[config.mk]
export PLATFORM = sky130hd
export DESIGN_NAME = srd_special_register_decode
export DESIGN_NICKNAME = d
export VERILOG_FILES = /design/src/core/srd_pkg.sv /design/src/core/srd_special_register_decode.sv
export SDC_FILE = /design/constraint.sdc
export NUM_CORES = 2
export LEC_CHECK = 0
export BUFFER_PORTS_ARGS = -buffer_cell sky130_fd_sc_hd__clkbuf_2
export CORE_ASPECT_RATIO = 1.1
export CORE_MARGIN = 2
export CORE_UTILIZATION = 60
export CTS_BUF_LIST = sky130_fd_sc_hd__clkbuf_4 sky130_fd_sc_hd__clkbuf_8
export CTS_CLUSTER_SIZE = 14
export DETAILED_ROUTE_END_ITERATION = 8
export PLACE_DENSITY_LB_ADDON = 0.05
export SLEW_MARGIN = 40
export SYNTH_ARGS = -nofsm -noshare
export SYNTH_HDL_FRONTEND = slang
export SYNTH_SLANG_ARGS = --single-unit
[constraint.sdc]
create_clock -name clk -period 7.9 [get_ports clk]
set_input_delay 0.395 -clock clk [delete_from_list [all_inputs] [get_ports clk]]
set_output_delay 0.395 -clock clk [all_outputs]
set_load 0.01 [all_outputs]
[src/core/srd_pkg.sv]
// Functional notes
// - Register chosen by instruction number field; time base reads also need the time base flag.
// - Number 947 is core configuration, read/write.
// - Instruction compares at 1012, 1013, 948, 949.
// - Data compares 1014/1015, value compares 950/951.
// - Debug control zero 1010, one 957.
// - Writes to 1008 and 984 clear bits.
// - Timer status readable at 984.
// - Timer control 986, interval timer 987.
// - Cache attribute registers 1018, 954, 1019.
// - Number 979 icache debug data, read only.
// - Number 287 processor version, read only.
// - Syndrome 980, error address 981, vector 982.
// - Save/restore registers at 26, 27, 990, 991.
// - Scratch zero to three at 272-275.
// - Scratch four-seven written 276-279, read 260-263.
// - User scratch zero at 256.
// - Time base written 284/285, read 268/269 only.
// - Storage attribute, zone and process registers decoded.
// - Loop count 9, return link 8, exception 1.
package srd_pkg;

   // ==========================================
   // Widths and basic types
   localparam int unsigned WORD_W = 32;
   localparam int unsigned NUM_W = 10;
   localparam int unsigned SLOT_COUNT = 44;
   typedef logic [WORD_W-1:0] srd_word_t;
   typedef logic [NUM_W-1:0] srd_num_t;
   typedef logic [5:0] srd_slot_t;

   // ==========================================
   // Word constants
   localparam srd_word_t WORD_ZERO = 32'h0000_0000;
   localparam srd_word_t WORD_ONES = 32'hffff_ffff;
   localparam srd_word_t TB_STEP = 32'h0000_0001;
   // Arbitrary version code, names no real part
   localparam srd_word_t VERSION_DEFAULT = 32'h0001_0000;

   // ==========================================
   // Special register numbers
   localparam srd_num_t N_FIXED_POINT_EXCEPTION = 10'h001;
   localparam srd_num_t N_RETURN_LINK = 10'h008;
   localparam srd_num_t N_LOOP_COUNT = 10'h009;
   localparam srd_num_t N_SAVE_RESTORE_0 = 10'h01a;
   localparam srd_num_t N_SAVE_RESTORE_1 = 10'h01b;
   localparam srd_num_t N_USER_SCRATCH_0 = 10'h100;
   localparam srd_num_t N_SCRATCH_4_READ = 10'h104;
   localparam srd_num_t N_TB_LOWER_READ = 10'h10c;
   localparam srd_num_t N_TB_UPPER_READ = 10'h10d;
   localparam srd_num_t N_SCRATCH_0 = 10'h110;
   localparam srd_num_t N_SCRATCH_1 = 10'h111;
   localparam srd_num_t N_SCRATCH_2 = 10'h112;
   localparam srd_num_t N_SCRATCH_3 = 10'h113;
   localparam srd_num_t N_SCRATCH_4_WRITE = 10'h114;
   localparam srd_num_t N_SCRATCH_5_WRITE = 10'h115;
   localparam srd_num_t N_SCRATCH_6_WRITE = 10'h116;
   localparam srd_num_t N_SCRATCH_7_WRITE = 10'h117;
   localparam srd_num_t N_TIME_BASE_LOWER = 10'h11c;
   localparam srd_num_t N_TIME_BASE_UPPER = 10'h11d;
   localparam srd_num_t N_PROCESSOR_VERSION = 10'h11f;
   localparam srd_num_t N_ZONE_PROTECTION = 10'h3b0;
   localparam srd_num_t N_PROCESS_TAG = 10'h3b1;
   localparam srd_num_t N_CORE_CONFIGURATION = 10'h3b3;
   localparam srd_num_t N_INSTR_ADDR_COMPARE_3 = 10'h3b4;
   localparam srd_num_t N_INSTR_ADDR_COMPARE_4 = 10'h3b5;
   localparam srd_num_t N_DATA_VALUE_COMPARE_1 = 10'h3b6;
   localparam srd_num_t N_DATA_VALUE_COMPARE_2 = 10'h3b7;
   localparam srd_num_t N_STORAGE_GUARDED = 10'h3b9;
   localparam srd_num_t N_DCACHE_WRITE_THROUGH = 10'h3ba;
   localparam srd_num_t N_STORAGE_LITTLE_ENDIAN = 10'h3bb;
   localparam srd_num_t N_STORAGE_USER_DEFINED_0 = 10'h3bc;
   localparam srd_num_t N_DEBUG_CONTROL_1 = 10'h3bd;
   localparam srd_num_t N_ICACHE_DEBUG_DATA = 10'h3d3;
   localparam srd_num_t N_EXCEPTION_SYNDROME = 10'h3d4;
   localparam srd_num_t N_DATA_ERROR_ADDRESS = 10'h3d5;
   localparam srd_num_t N_EXCEPTION_VECTOR_PREFIX = 10'h3d6;
   localparam srd_num_t N_TIMER_STATUS = 10'h3d8;
   localparam srd_num_t N_TIMER_CONTROL = 10'h3da;
   localparam srd_num_t N_INTERVAL_TIMER = 10'h3db;
   localparam srd_num_t N_SAVE_RESTORE_2 = 10'h3de;
   localparam srd_num_t N_SAVE_RESTORE_3 = 10'h3df;
   localparam srd_num_t N_DEBUG_STATUS = 10'h3f0;
   localparam srd_num_t N_DEBUG_CONTROL_0 = 10'h3f2;
   localparam srd_num_t N_INSTR_ADDR_COMPARE_1 = 10'h3f4;
   localparam srd_num_t N_INSTR_ADDR_COMPARE_2 = 10'h3f5;
   localparam srd_num_t N_DATA_ADDR_COMPARE_1 = 10'h3f6;
   localparam srd_num_t N_DATA_ADDR_COMPARE_2 = 10'h3f7;
   localparam srd_num_t N_DCACHE_CACHABILITY = 10'h3fa;
   localparam srd_num_t N_ICACHE_CACHABILITY = 10'h3fb;

   // ==========================================
   // Storage slots, by write number
   localparam srd_num_t SLOT_NUMBER [SLOT_COUNT] = '{
      N_FIXED_POINT_EXCEPTION, N_RETURN_LINK, N_LOOP_COUNT,
      N_SAVE_RESTORE_0, N_SAVE_RESTORE_1, N_SAVE_RESTORE_2, N_SAVE_RESTORE_3,
      N_USER_SCRATCH_0, N_SCRATCH_0, N_SCRATCH_1, N_SCRATCH_2, N_SCRATCH_3,
      N_SCRATCH_4_WRITE, N_SCRATCH_5_WRITE, N_SCRATCH_6_WRITE, N_SCRATCH_7_WRITE,
      N_TIME_BASE_LOWER, N_TIME_BASE_UPPER, N_ZONE_PROTECTION, N_PROCESS_TAG,
      N_CORE_CONFIGURATION, N_INSTR_ADDR_COMPARE_1, N_INSTR_ADDR_COMPARE_2,
      N_INSTR_ADDR_COMPARE_3, N_INSTR_ADDR_COMPARE_4, N_DATA_VALUE_COMPARE_1,
      N_DATA_VALUE_COMPARE_2, N_STORAGE_GUARDED, N_DCACHE_WRITE_THROUGH,
      N_STORAGE_LITTLE_ENDIAN, N_STORAGE_USER_DEFINED_0, N_DEBUG_CONTROL_0,
      N_DEBUG_CONTROL_1, N_EXCEPTION_SYNDROME, N_DATA_ERROR_ADDRESS,
      N_EXCEPTION_VECTOR_PREFIX, N_TIMER_STATUS, N_TIMER_CONTROL,
      N_INTERVAL_TIMER, N_DEBUG_STATUS, N_DATA_ADDR_COMPARE_1,
      N_DATA_ADDR_COMPARE_2, N_DCACHE_CACHABILITY, N_ICACHE_CACHABILITY};
   localparam srd_slot_t SLOT_SCRATCH_4 = 6'h0c;
   localparam srd_slot_t SLOT_SCRATCH_7 = 6'h0f;
   localparam srd_slot_t SLOT_TB_LOWER = 6'h10;
   localparam srd_slot_t SLOT_TB_UPPER = 6'h11;
   localparam srd_slot_t SLOT_TIMER_STATUS = 6'h24;
   localparam srd_slot_t SLOT_DEBUG_STATUS = 6'h27;
   localparam srd_slot_t SLOT_NONE = 6'h00;
   localparam srd_num_t SCRATCH_READ_SPAN = 10'h003;

   // ==========================================
   // Read source selection
   typedef enum logic [1:0] {
      SRC_SLOT = 2'b00,
      SRC_VERSION = 2'b01,
      SRC_ICACHE = 2'b10,
      SRC_NONE = 2'b11
   } srd_src_e;

   // ==========================================
   // Carriers
   typedef struct packed {
      logic valid;
      logic write;
      logic time_base_read;
      srd_num_t special_register_number;
      srd_word_t data;
   } srd_req_s;

   typedef struct packed {
      logic valid;
      logic invalid;
      srd_word_t data;
   } srd_rsp_s;

   typedef struct packed {
      srd_src_e src;
      srd_slot_t slot;
   } srd_sel_s;

endpackage

[src/core/srd_special_register_decode.sv]
`timescale 1ns/1ps
module srd_special_register_decode #(
   parameter srd_pkg::srd_word_t VERSION_VALUE = srd_pkg::VERSION_DEFAULT
) (
   input wire logic clk,
   input wire logic nrst,
   input wire srd_pkg::srd_req_s req,
   input wire srd_pkg::srd_word_t icache_debug_word,
   input wire srd_pkg::srd_word_t timer_status_set,
   input wire srd_pkg::srd_word_t debug_status_set,
   output srd_pkg::srd_rsp_s rsp
);
   import srd_pkg::*;

   // ==========================================
   // Decode helpers
   // Search the slot table for a write number
   function automatic srd_sel_s find_slot(input srd_num_t num);
      srd_sel_s sel;
      sel.src = SRC_NONE;
      sel.slot = SLOT_NONE;
      for (int i = 0; i < SLOT_COUNT; i++) begin
         if (SLOT_NUMBER[i] == num) begin
            sel.src = SRC_SLOT;
            sel.slot = srd_slot_t'(i);
         end
      end
      return sel;
   endfunction

   // True for slots with no ordinary read number
   function automatic logic write_only_slot(input srd_slot_t s);
      return (s >= SLOT_SCRATCH_4 && s <= SLOT_SCRATCH_7) ||
             s == SLOT_TB_LOWER || s == SLOT_TB_UPPER;
   endfunction

   // True for the two clear-on-write status slots
   function automatic logic status_slot(input srd_slot_t s);
      return s == SLOT_TIMER_STATUS || s == SLOT_DEBUG_STATUS;
   endfunction

   // ==========================================
   // Storage and decode signals
   srd_word_t regs_reg [SLOT_COUNT]; // Backing words, one per slot
   srd_sel_s wsel; // Write target
   srd_sel_s rsel; // Read source
   srd_num_t num; // Incoming register number
   srd_num_t scratch_off; // Offset into split scratch reads
   logic write_ok; // Legal write move
   logic read_ok; // Legal read move
   srd_word_t read_word; // Selected read data
   srd_word_t tb_lower_next; // Counting lower half
   logic tb_carry; // Lower half wraps this cycle
   srd_rsp_s rsp_next; // Next answer

   assign num = req.special_register_number;
   assign scratch_off = num - N_SCRATCH_4_READ;

   // ==========================================
   // Number decode
   // Write side: slot table only, read-only numbers absent
   always_comb begin
      wsel = find_slot(num);
   end

   // Read side: split numbers, read-only sources, time base
   always_comb begin
      rsel.src = SRC_NONE;
      rsel.slot = SLOT_NONE;
      if (req.time_base_read) begin
         // Time base halves come back only here
         if (num == N_TB_LOWER_READ) begin
            rsel.src = SRC_SLOT;
            rsel.slot = SLOT_TB_LOWER;
         end else if (num == N_TB_UPPER_READ) begin
            rsel.src = SRC_SLOT;
            rsel.slot = SLOT_TB_UPPER;
         end
      end else if (num >= N_SCRATCH_4_READ &&
                   num <= N_SCRATCH_4_READ + SCRATCH_READ_SPAN) begin
         // Scratch four to seven read sixteen below their write numbers
         rsel.src = SRC_SLOT;
         rsel.slot = SLOT_SCRATCH_4 + srd_slot_t'(scratch_off);
      end else if (num == N_PROCESSOR_VERSION) begin
         rsel.src = SRC_VERSION;
      end else if (num == N_ICACHE_DEBUG_DATA) begin
         rsel.src = SRC_ICACHE;
      end else begin
         // Ordinary numbers, excluding write-only ones
         rsel = find_slot(num);
         if (rsel.src == SRC_SLOT && write_only_slot(rsel.slot)) begin
            rsel.src = SRC_NONE;
            rsel.slot = SLOT_NONE;
         end
      end
   end

   // ==========================================
   // Legality
   // Unknown numbers and read-only writes change nothing
   always_comb begin
      write_ok = req.valid && req.write && !req.time_base_read &&
                 wsel.src == SRC_SLOT;
      read_ok = req.valid && !req.write && rsel.src != SRC_NONE;
   end

   // ==========================================
   // Read mux
   // Full words from the selected source
   always_comb begin
      case (rsel.src)
         SRC_SLOT: begin
            read_word = regs_reg[rsel.slot];
         end
         SRC_VERSION: begin
            read_word = VERSION_VALUE;
         end
         SRC_ICACHE: begin
            read_word = icache_debug_word;
         end
         default: begin
            read_word = WORD_ZERO;
         end
      endcase
   end

   // ==========================================
   // Time base counting
   always_comb begin
      tb_lower_next = regs_reg[SLOT_TB_LOWER] + TB_STEP;
      tb_carry = regs_reg[SLOT_TB_LOWER] == WORD_ONES;
   end

   // ==========================================
   // Register storage
   // Plain slots store the full move word; specials follow
   always_ff @(posedge clk or negedge nrst) begin
      if (!nrst) begin
         for (int i = 0; i < SLOT_COUNT; i++) begin
            regs_reg[i] <= WORD_ZERO;
         end
      end else begin
         // Ordinary read/write slots
         for (int i = 0; i < SLOT_COUNT; i++) begin
            if (write_ok && wsel.slot == srd_slot_t'(i)) begin
               regs_reg[i] <= req.data;
            end
         end
         // Status slots: write clears bits, hardware set wins
         for (int i = 0; i < SLOT_COUNT; i++) begin
            if (status_slot(srd_slot_t'(i))) begin
               if (write_ok && wsel.slot == srd_slot_t'(i)) begin
                  regs_reg[i] <= (regs_reg[i] & ~req.data) |
                     (srd_slot_t'(i) == SLOT_TIMER_STATUS ?
                      timer_status_set : debug_status_set);
               end else begin
                  regs_reg[i] <= regs_reg[i] |
                     (srd_slot_t'(i) == SLOT_TIMER_STATUS ?
                      timer_status_set : debug_status_set);
               end
            end
         end
         // Time base: counts every cycle, writes load a half
         if (write_ok && wsel.slot == SLOT_TB_LOWER) begin
            regs_reg[SLOT_TB_LOWER] <= req.data;
         end else begin
            regs_reg[SLOT_TB_LOWER] <= tb_lower_next;
         end
         if (write_ok && wsel.slot == SLOT_TB_UPPER) begin
            regs_reg[SLOT_TB_UPPER] <= req.data;
         end else if (tb_carry) begin
            regs_reg[SLOT_TB_UPPER] <= regs_reg[SLOT_TB_UPPER] + TB_STEP;
         end
      end
   end

   // ==========================================
   // Answer to the pipeline
   always_comb begin
      rsp_next.valid = req.valid;
      rsp_next.invalid = req.valid && !(write_ok || read_ok);
      rsp_next.data = read_ok ? read_word : WORD_ZERO;
   end

   // Registered answer, one cycle after the request
   always_ff @(posedge clk or negedge nrst) begin
      if (!nrst) begin
         rsp <= '0;
      end else begin
         rsp <= rsp_next;
      end
   end

endmodule

==> flow_results.xml <==
<?xml version="1.0" encoding="UTF-8"?>
<metrics>
  <group name="sta">
    <metric name="finalCritPeriodShare" unit="%">58.5</metric>
    <metric name="slew-limit-headroom" unit="%">38.1</metric>
    <metric name="grt_setup_unrepaired" unit="">false</metric>
    <metric name="finClkSkew" unit="ns">0.0408</metric>
    <metric name="timing.final.hold_violations" unit="">0</metric>
    <metric name="final_max_slew_viol_count" unit="">0</metric>
    <metric name="layout_min_cycle_time" unit="ns">4.62</metric>
    <metric name="finalSetupViolations" unit="">0</metric>
    <metric name="post-route-worst-setup-slack" unit="ns">3.28</metric>
    <metric name="worstMarginPinSlew" unit="ns">0.929</metric>
    <metric name="max_freq" unit="MHz">216</metric>
    <metric name="setup_total_negative_slack" unit="ns">0</metric>
  </group>
  <group name="die">
    <metric name="fp.coreArea" unit="um2">114000</metric>
    <metric name="floorplan.die_area" unit="um2">117000</metric>
    <metric name="floorplan.die.width" unit="um">326</metric>
    <metric name="io_pins" unit="">177</metric>
    <metric name="floorplan.rows" unit="">130</metric>
    <metric name="floorplan.die.height" unit="um">359</metric>
    <metric name="initial_core_util" unit="%">60.3</metric>
  </group>
  <group name="grt">
    <metric name="grt_antenna_before_repair" unit="">8</metric>
    <metric name="largest_net_degree_at_the_start_of_global_routing" unit="">157</metric>
    <metric name="first_global_vias" unit="">49900</metric>
    <metric name="grt_overflow" unit="">0</metric>
    <metric name="grt_usage" unit="%">38.9</metric>
    <metric name="grt_first_pass_wirelength" unit="um">335000</metric>
  </group>
  <group name="power">
    <metric name="leakagePower" unit="nW">36.1</metric>
    <metric name="power.switching_fraction" unit="%">26.0</metric>
    <metric name="power.internal" unit="mW">11.6</metric>
    <metric name="p_clk_share" unit="%">42.9</metric>
    <metric name="power.ir.vdd_worst" unit="V">0.000186</metric>
    <metric name="seqPwrFrac" unit="%">49.3</metric>
    <metric name="p_comb_share" unit="%">7.9</metric>
    <metric name="power.density_cell_area" unit="nW/um2">202</metric>
    <metric name="net-switching-power" unit="mW">4.06</metric>
  </group>
  <group name="cts">
    <metric name="cts_max_level" unit="">4</metric>
    <metric name="cts-buffers-inserted" unit="">228</metric>
    <metric name="cts_post_setup_buffers_inserted" unit="">0</metric>
    <metric name="numClockSinks" unit="">1442</metric>
    <metric name="insertion_delay" unit="ns">0.97</metric>
    <metric name="cts_tree" unit="">yes</metric>
    <metric name="cts_root_buf" unit="">sky130_fd_sc_hd__clkbuf_8</metric>
    <metric name="cts_max_path_buffers" unit="">3</metric>
    <metric name="clkTransAtPathRegs" unit="ns">0.06</metric>
  </group>
  <group name="min_path">
    <metric name="hold_depth" unit="">3</metric>
    <metric name="hp-start" unit="">req[17]</metric>
    <metric name="hold_class" unit="">in2reg</metric>
    <metric name="worstHoldEndpoint" unit="">regs_reg[241]</metric>
  </group>
  <group name="yosys">
    <metric name="synthMostInstantiatedCell" unit="">sky130_fd_sc_hd__dfrtp_1</metric>
    <metric name="async_flop_share" unit="%">100</metric>
    <metric name="ys_top_cells_by_count" unit="">sky130_fd_sc_hd__dfrtp_1 (1442), sky130_fd_sc_hd__mux2_2 (1291), sky130_fd_sc_hd__nand2_1 (1059), sky130_fd_sc_hd__nand3_1 (360)</metric>
    <metric name="synth_largest_area_cell" unit="">sky130_fd_sc_hd__dfrtp_1</metric>
    <metric name="synth.distinct_cells" unit="">89</metric>
    <metric name="seq_area_frac_synth" unit="%">52.6</metric>
    <metric name="yosys_most_used_dff" unit="">sky130_fd_sc_hd__dfrtp_1</metric>
    <metric name="count_of_flip_flops_with_a_built_in_enable_after_synthesis" unit="">0</metric>
    <metric name="yosys-top-cells-area" unit="">sky130_fd_sc_hd__dfrtp_1 (53%), sky130_fd_sc_hd__mux2_2 (21%), sky130_fd_sc_hd__nand2_1 (5.8%), sky130_fd_sc_hd__mux2i_1 (4.1%), sky130_fd_sc_hd__nand3_1 (2.6%)</metric>
    <metric name="summed_instance_area_of_the_synthesized_netlist" unit="um2">68600</metric>
    <metric name="syn_nets" unit="">6164</metric>
    <metric name="synth_seq_cells" unit="">1442</metric>
    <metric name="post_synth_inst_count" unit="">6018</metric>
    <metric name="synthesis.yosys.warnings" unit="">0</metric>
    <metric name="syn-mean-instance-area" unit="um2">11.4</metric>
    <metric name="synth_top_cell_area_share" unit="%">52.6</metric>
  </group>
  <group name="setup_path">
    <metric name="critPathTopFamily" unit="">simple AND/OR/NAND/NOR gates</metric>
    <metric name="end_kind" unit="">flip-flop</metric>
    <metric name="crit_path_cell_trace" unit="">ha_1 &gt; nand3_1 &gt; or4b_2 &gt; nor4_2 &gt; and3_1 &gt; nor2b_1 &gt; nand2_1 &gt; nor3_1 &gt; nand3_1 &gt; xnor2_1 &gt; mux2_2</metric>
    <metric name="worst-r2r-cell-count" unit="">11</metric>
    <metric name="endpoint_of_the_most_critical_register_to_register_path" unit="">regs_reg[863]</metric>
    <metric name="largest_incremental_delay_on_the_critical_path" unit="ns">0.69</metric>
    <metric name="critical-path-top-cell-by-count" unit="">sky130_fd_sc_hd__nand3_1</metric>
    <metric name="slowest_stage" unit="">sky130_fd_sc_hd__or4b_2</metric>
    <metric name="crit_buf_inv" unit="">0</metric>
    <metric name="critical_path_class" unit="">reg2reg</metric>
    <metric name="start_kind" unit="">flip-flop</metric>
    <metric name="worst-r2r-setup-slack" unit="ns">3.28</metric>
    <metric name="timing.critical_path.arrival" unit="ns">5.46</metric>
    <metric name="required_time_worst_endpoint" unit="ns">8.74</metric>
    <metric name="r2r-start" unit="">regs_reg[865]</metric>
    <metric name="critical_path_peak_fanout" unit="">6</metric>
  </group>
  <group name="place">
    <metric name="hpwl" unit="um">137000</metric>
    <metric name="io_buffer_count" unit="">176</metric>
    <metric name="placement.cell_area" unit="um2">70900</metric>
    <metric name="place.gp.congestion" unit="">0.921</metric>
    <metric name="place.detailed.instances" unit="">7314</metric>
    <metric name="dpl_worst_slack" unit="ns">2.58</metric>
  </group>
  <group name="status">
    <metric name="status" unit="">finished clean</metric>
  </group>
  <group name="routing">
    <metric name="route.detailed.wl_per_inst" unit="um">29.0</metric>
    <metric name="postRouteAntennaNets" unit="">0</metric>
    <metric name="detailroute.via_count" unit="">51400</metric>
    <metric name="detailedRoute.firstPassIterationCount" unit="">6</metric>
    <metric name="totalWireLength" unit="um">228000</metric>
    <metric name="detail_route.iter0.violations" unit="">5925</metric>
    <metric name="drt_drc_violations_left" unit="">0</metric>
    <metric name="route.detailed.vias_per_inst" unit="">6.53</metric>
  </group>
  <group name="finish">
    <metric name="finalNetCount" unit="">6314</metric>
    <metric name="area_delta_synth_final" unit="%">12.7</metric>
    <metric name="share_of_final_layout_standard_cells_stronger_than_drive_strength_1" unit="%">33.1</metric>
    <metric name="largest_register_ffs" unit="">1408</metric>
    <metric name="instances_no_fill" unit="">7866</metric>
    <metric name="post-route-cell-area" unit="um2">77300</metric>
    <metric name="fillcell_total" unit="">8685</metric>
  </group>
  <group name="job">
    <metric name="max_cap_violations" unit="">0</metric>
  </group>
</metrics>
## kinds of logic (layout without fill, tap and decap cells)
group | count (synthesis) | count (layout) | synth area share (%)
flops | 1442 | 1442 | 52.6
mux | 1577 | 1577 | 25.4
simple gates | 1776 | 1776 | 11.5
xor+xnor | 66 | 66 | 0.842
other cells | 0 | 4 | 0
fa+ha+maj | 3 | 3 | 0.0547
compound gates | 630 | 630 | 6.23
buf+inv | 524 | 850 | 3.37
## final cells by class
| type | instances | area, um2 | area share, % |
|---|---|---|---|
| Inverter | 5 | 18.8 | 0.0243 |
| Antenna cell | 4 | 10.0 | 0.0129 |
| Clock buffer | 371 | 4510 | 5.84 |
| Sequential cell | 1442 | 36100 | 46.7 |
| Timing Repair Buffer | 439 | 3790 | 4.91 |
| Clock inverter | 35 | 297 | 0.384 |
| Tap cell | 1518 | 1900 | 2.46 |
| Multi-Input combinational cell | 4052 | 30700 | 39.7 |
## timing repair
item / in CTS / in global routing
hold buffers: 134 / 1
hold endpoints to repair: 247 / 28
gates resized for setup: 0 / 0
## per-layer routing
metal	vias to the layer above	global-route usage (%)	part of all wire (%)
met3	564	7.90	8.8
met5	-	0	0.011
met2	2546	58.4	45
li1	21700	-	-
met1	26600	54.6	42
met4	4	18.4	4.9
## worst max path at each step
stage	from	to	cells past startpoint
floorplan	req[39]	rsp[9]	14
global placement	req[35]	rsp[7]	12
detailed placement	req[38]	rsp[7]	12
CTS	regs_reg[865]	regs_reg[863]	11
global route	regs_reg[865]	regs_reg[863]	11
finish	regs_reg[865]	regs_reg[863]	11
## worst register-to-register path, stage by stage, from the launching register on
cell	delay, ns
sky130_fd_sc_hd__dfrtp_1	0.49
sky130_fd_sc_hd__ha_1	0.28
sky130_fd_sc_hd__nand3_1	0.16
sky130_fd_sc_hd__or4b_2	0.69
sky130_fd_sc_hd__nor4_2	0.67
sky130_fd_sc_hd__and3_1	0.47
sky130_fd_sc_hd__nor2b_1	0.37
sky130_fd_sc_hd__nand2_1	0.25
sky130_fd_sc_hd__nor3_1	0.48
sky130_fd_sc_hd__nand3_1	0.23
sky130_fd_sc_hd__xnor2_1	0.17
sky130_fd_sc_hd__mux2_2	0.25
## power groups by stage
stage	clock, mW	sequential, mW	combinational, mW
after global placement	0	7.81	1.13
after detailed placement	0	7.82	1.15
after CTS	6.75	7.69	1.20
final	6.69	7.69	1.23
after floorplan	0	7.77	0.640
after global routing	7.08	7.70	1.32
## cell usage in the layout (no fill, tap or decap), types with 11 or more instances in the layout
| master | count |
|---|---|
| sky130_fd_sc_hd__nand3_1 | 352 |
| sky130_fd_sc_hd__nor4_1 | 11 |
| sky130_fd_sc_hd__nor3_1 | 22 |
| sky130_fd_sc_hd__nand2_1 | 1048 |
| sky130_fd_sc_hd__xnor2_1 | 35 |
| sky130_fd_sc_hd__clkbuf_4 | 121 |
| sky130_fd_sc_hd__nor2_4 | 26 |
| sky130_fd_sc_hd__clkbuf_2 | 144 |
| sky130_fd_sc_hd__dfrtp_1 | 1442 |
| sky130_fd_sc_hd__buf_16 | 13 |
| sky130_fd_sc_hd__and3_1 | 59 |
| sky130_fd_sc_hd__a21o_1 | 67 |
| sky130_fd_sc_hd__dlygate4sd3_1 | 135 |
| sky130_fd_sc_hd__nor2_1 | 55 |
| sky130_fd_sc_hd__a221oi_1 | 35 |
| sky130_fd_sc_hd__nand4_1 | 73 |
| sky130_fd_sc_hd__o21ai_0 | 88 |
| sky130_fd_sc_hd__a31oi_1 | 54 |
| sky130_fd_sc_hd__buf_12 | 18 |
| sky130_fd_sc_hd__o22ai_1 | 73 |
| sky130_fd_sc_hd__xor2_1 | 31 |
| sky130_fd_sc_hd__a32oi_1 | 34 |
| sky130_fd_sc_hd__and2_1 | 13 |
| sky130_fd_sc_hd__clkbuf_8 | 276 |
| sky130_fd_sc_hd__mux2i_1 | 279 |
| sky130_fd_sc_hd__or4_1 | 13 |
| sky130_fd_sc_hd__mux2_2 | 1291 |
| sky130_fd_sc_hd__a21oi_1 | 134 |
| sky130_fd_sc_hd__buf_4 | 87 |
| sky130_fd_sc_hd__nor2b_1 | 11 |
| sky130_fd_sc_hd__clkinv_2 | 19 |
| sky130_fd_sc_hd__a211oi_1 | 17 |
## per-stage QoR
step / total power, mW / util (%) / hold slack (ns)
4_1_cts: 15.6 / 67.7 / 0.00136
3_3_place_gp: 8.94 / 61.9 / 0.448
2_1_floorplan: 8.41 / - / 0.0994
5_1_grt: 16.1 / 67.9 / 0.0655
6_report: 15.6 / 67.9 / 0.0708
3_5_place_dp: 8.97 / 62.3 / 0.452
(Power assumes the default switching activity.)
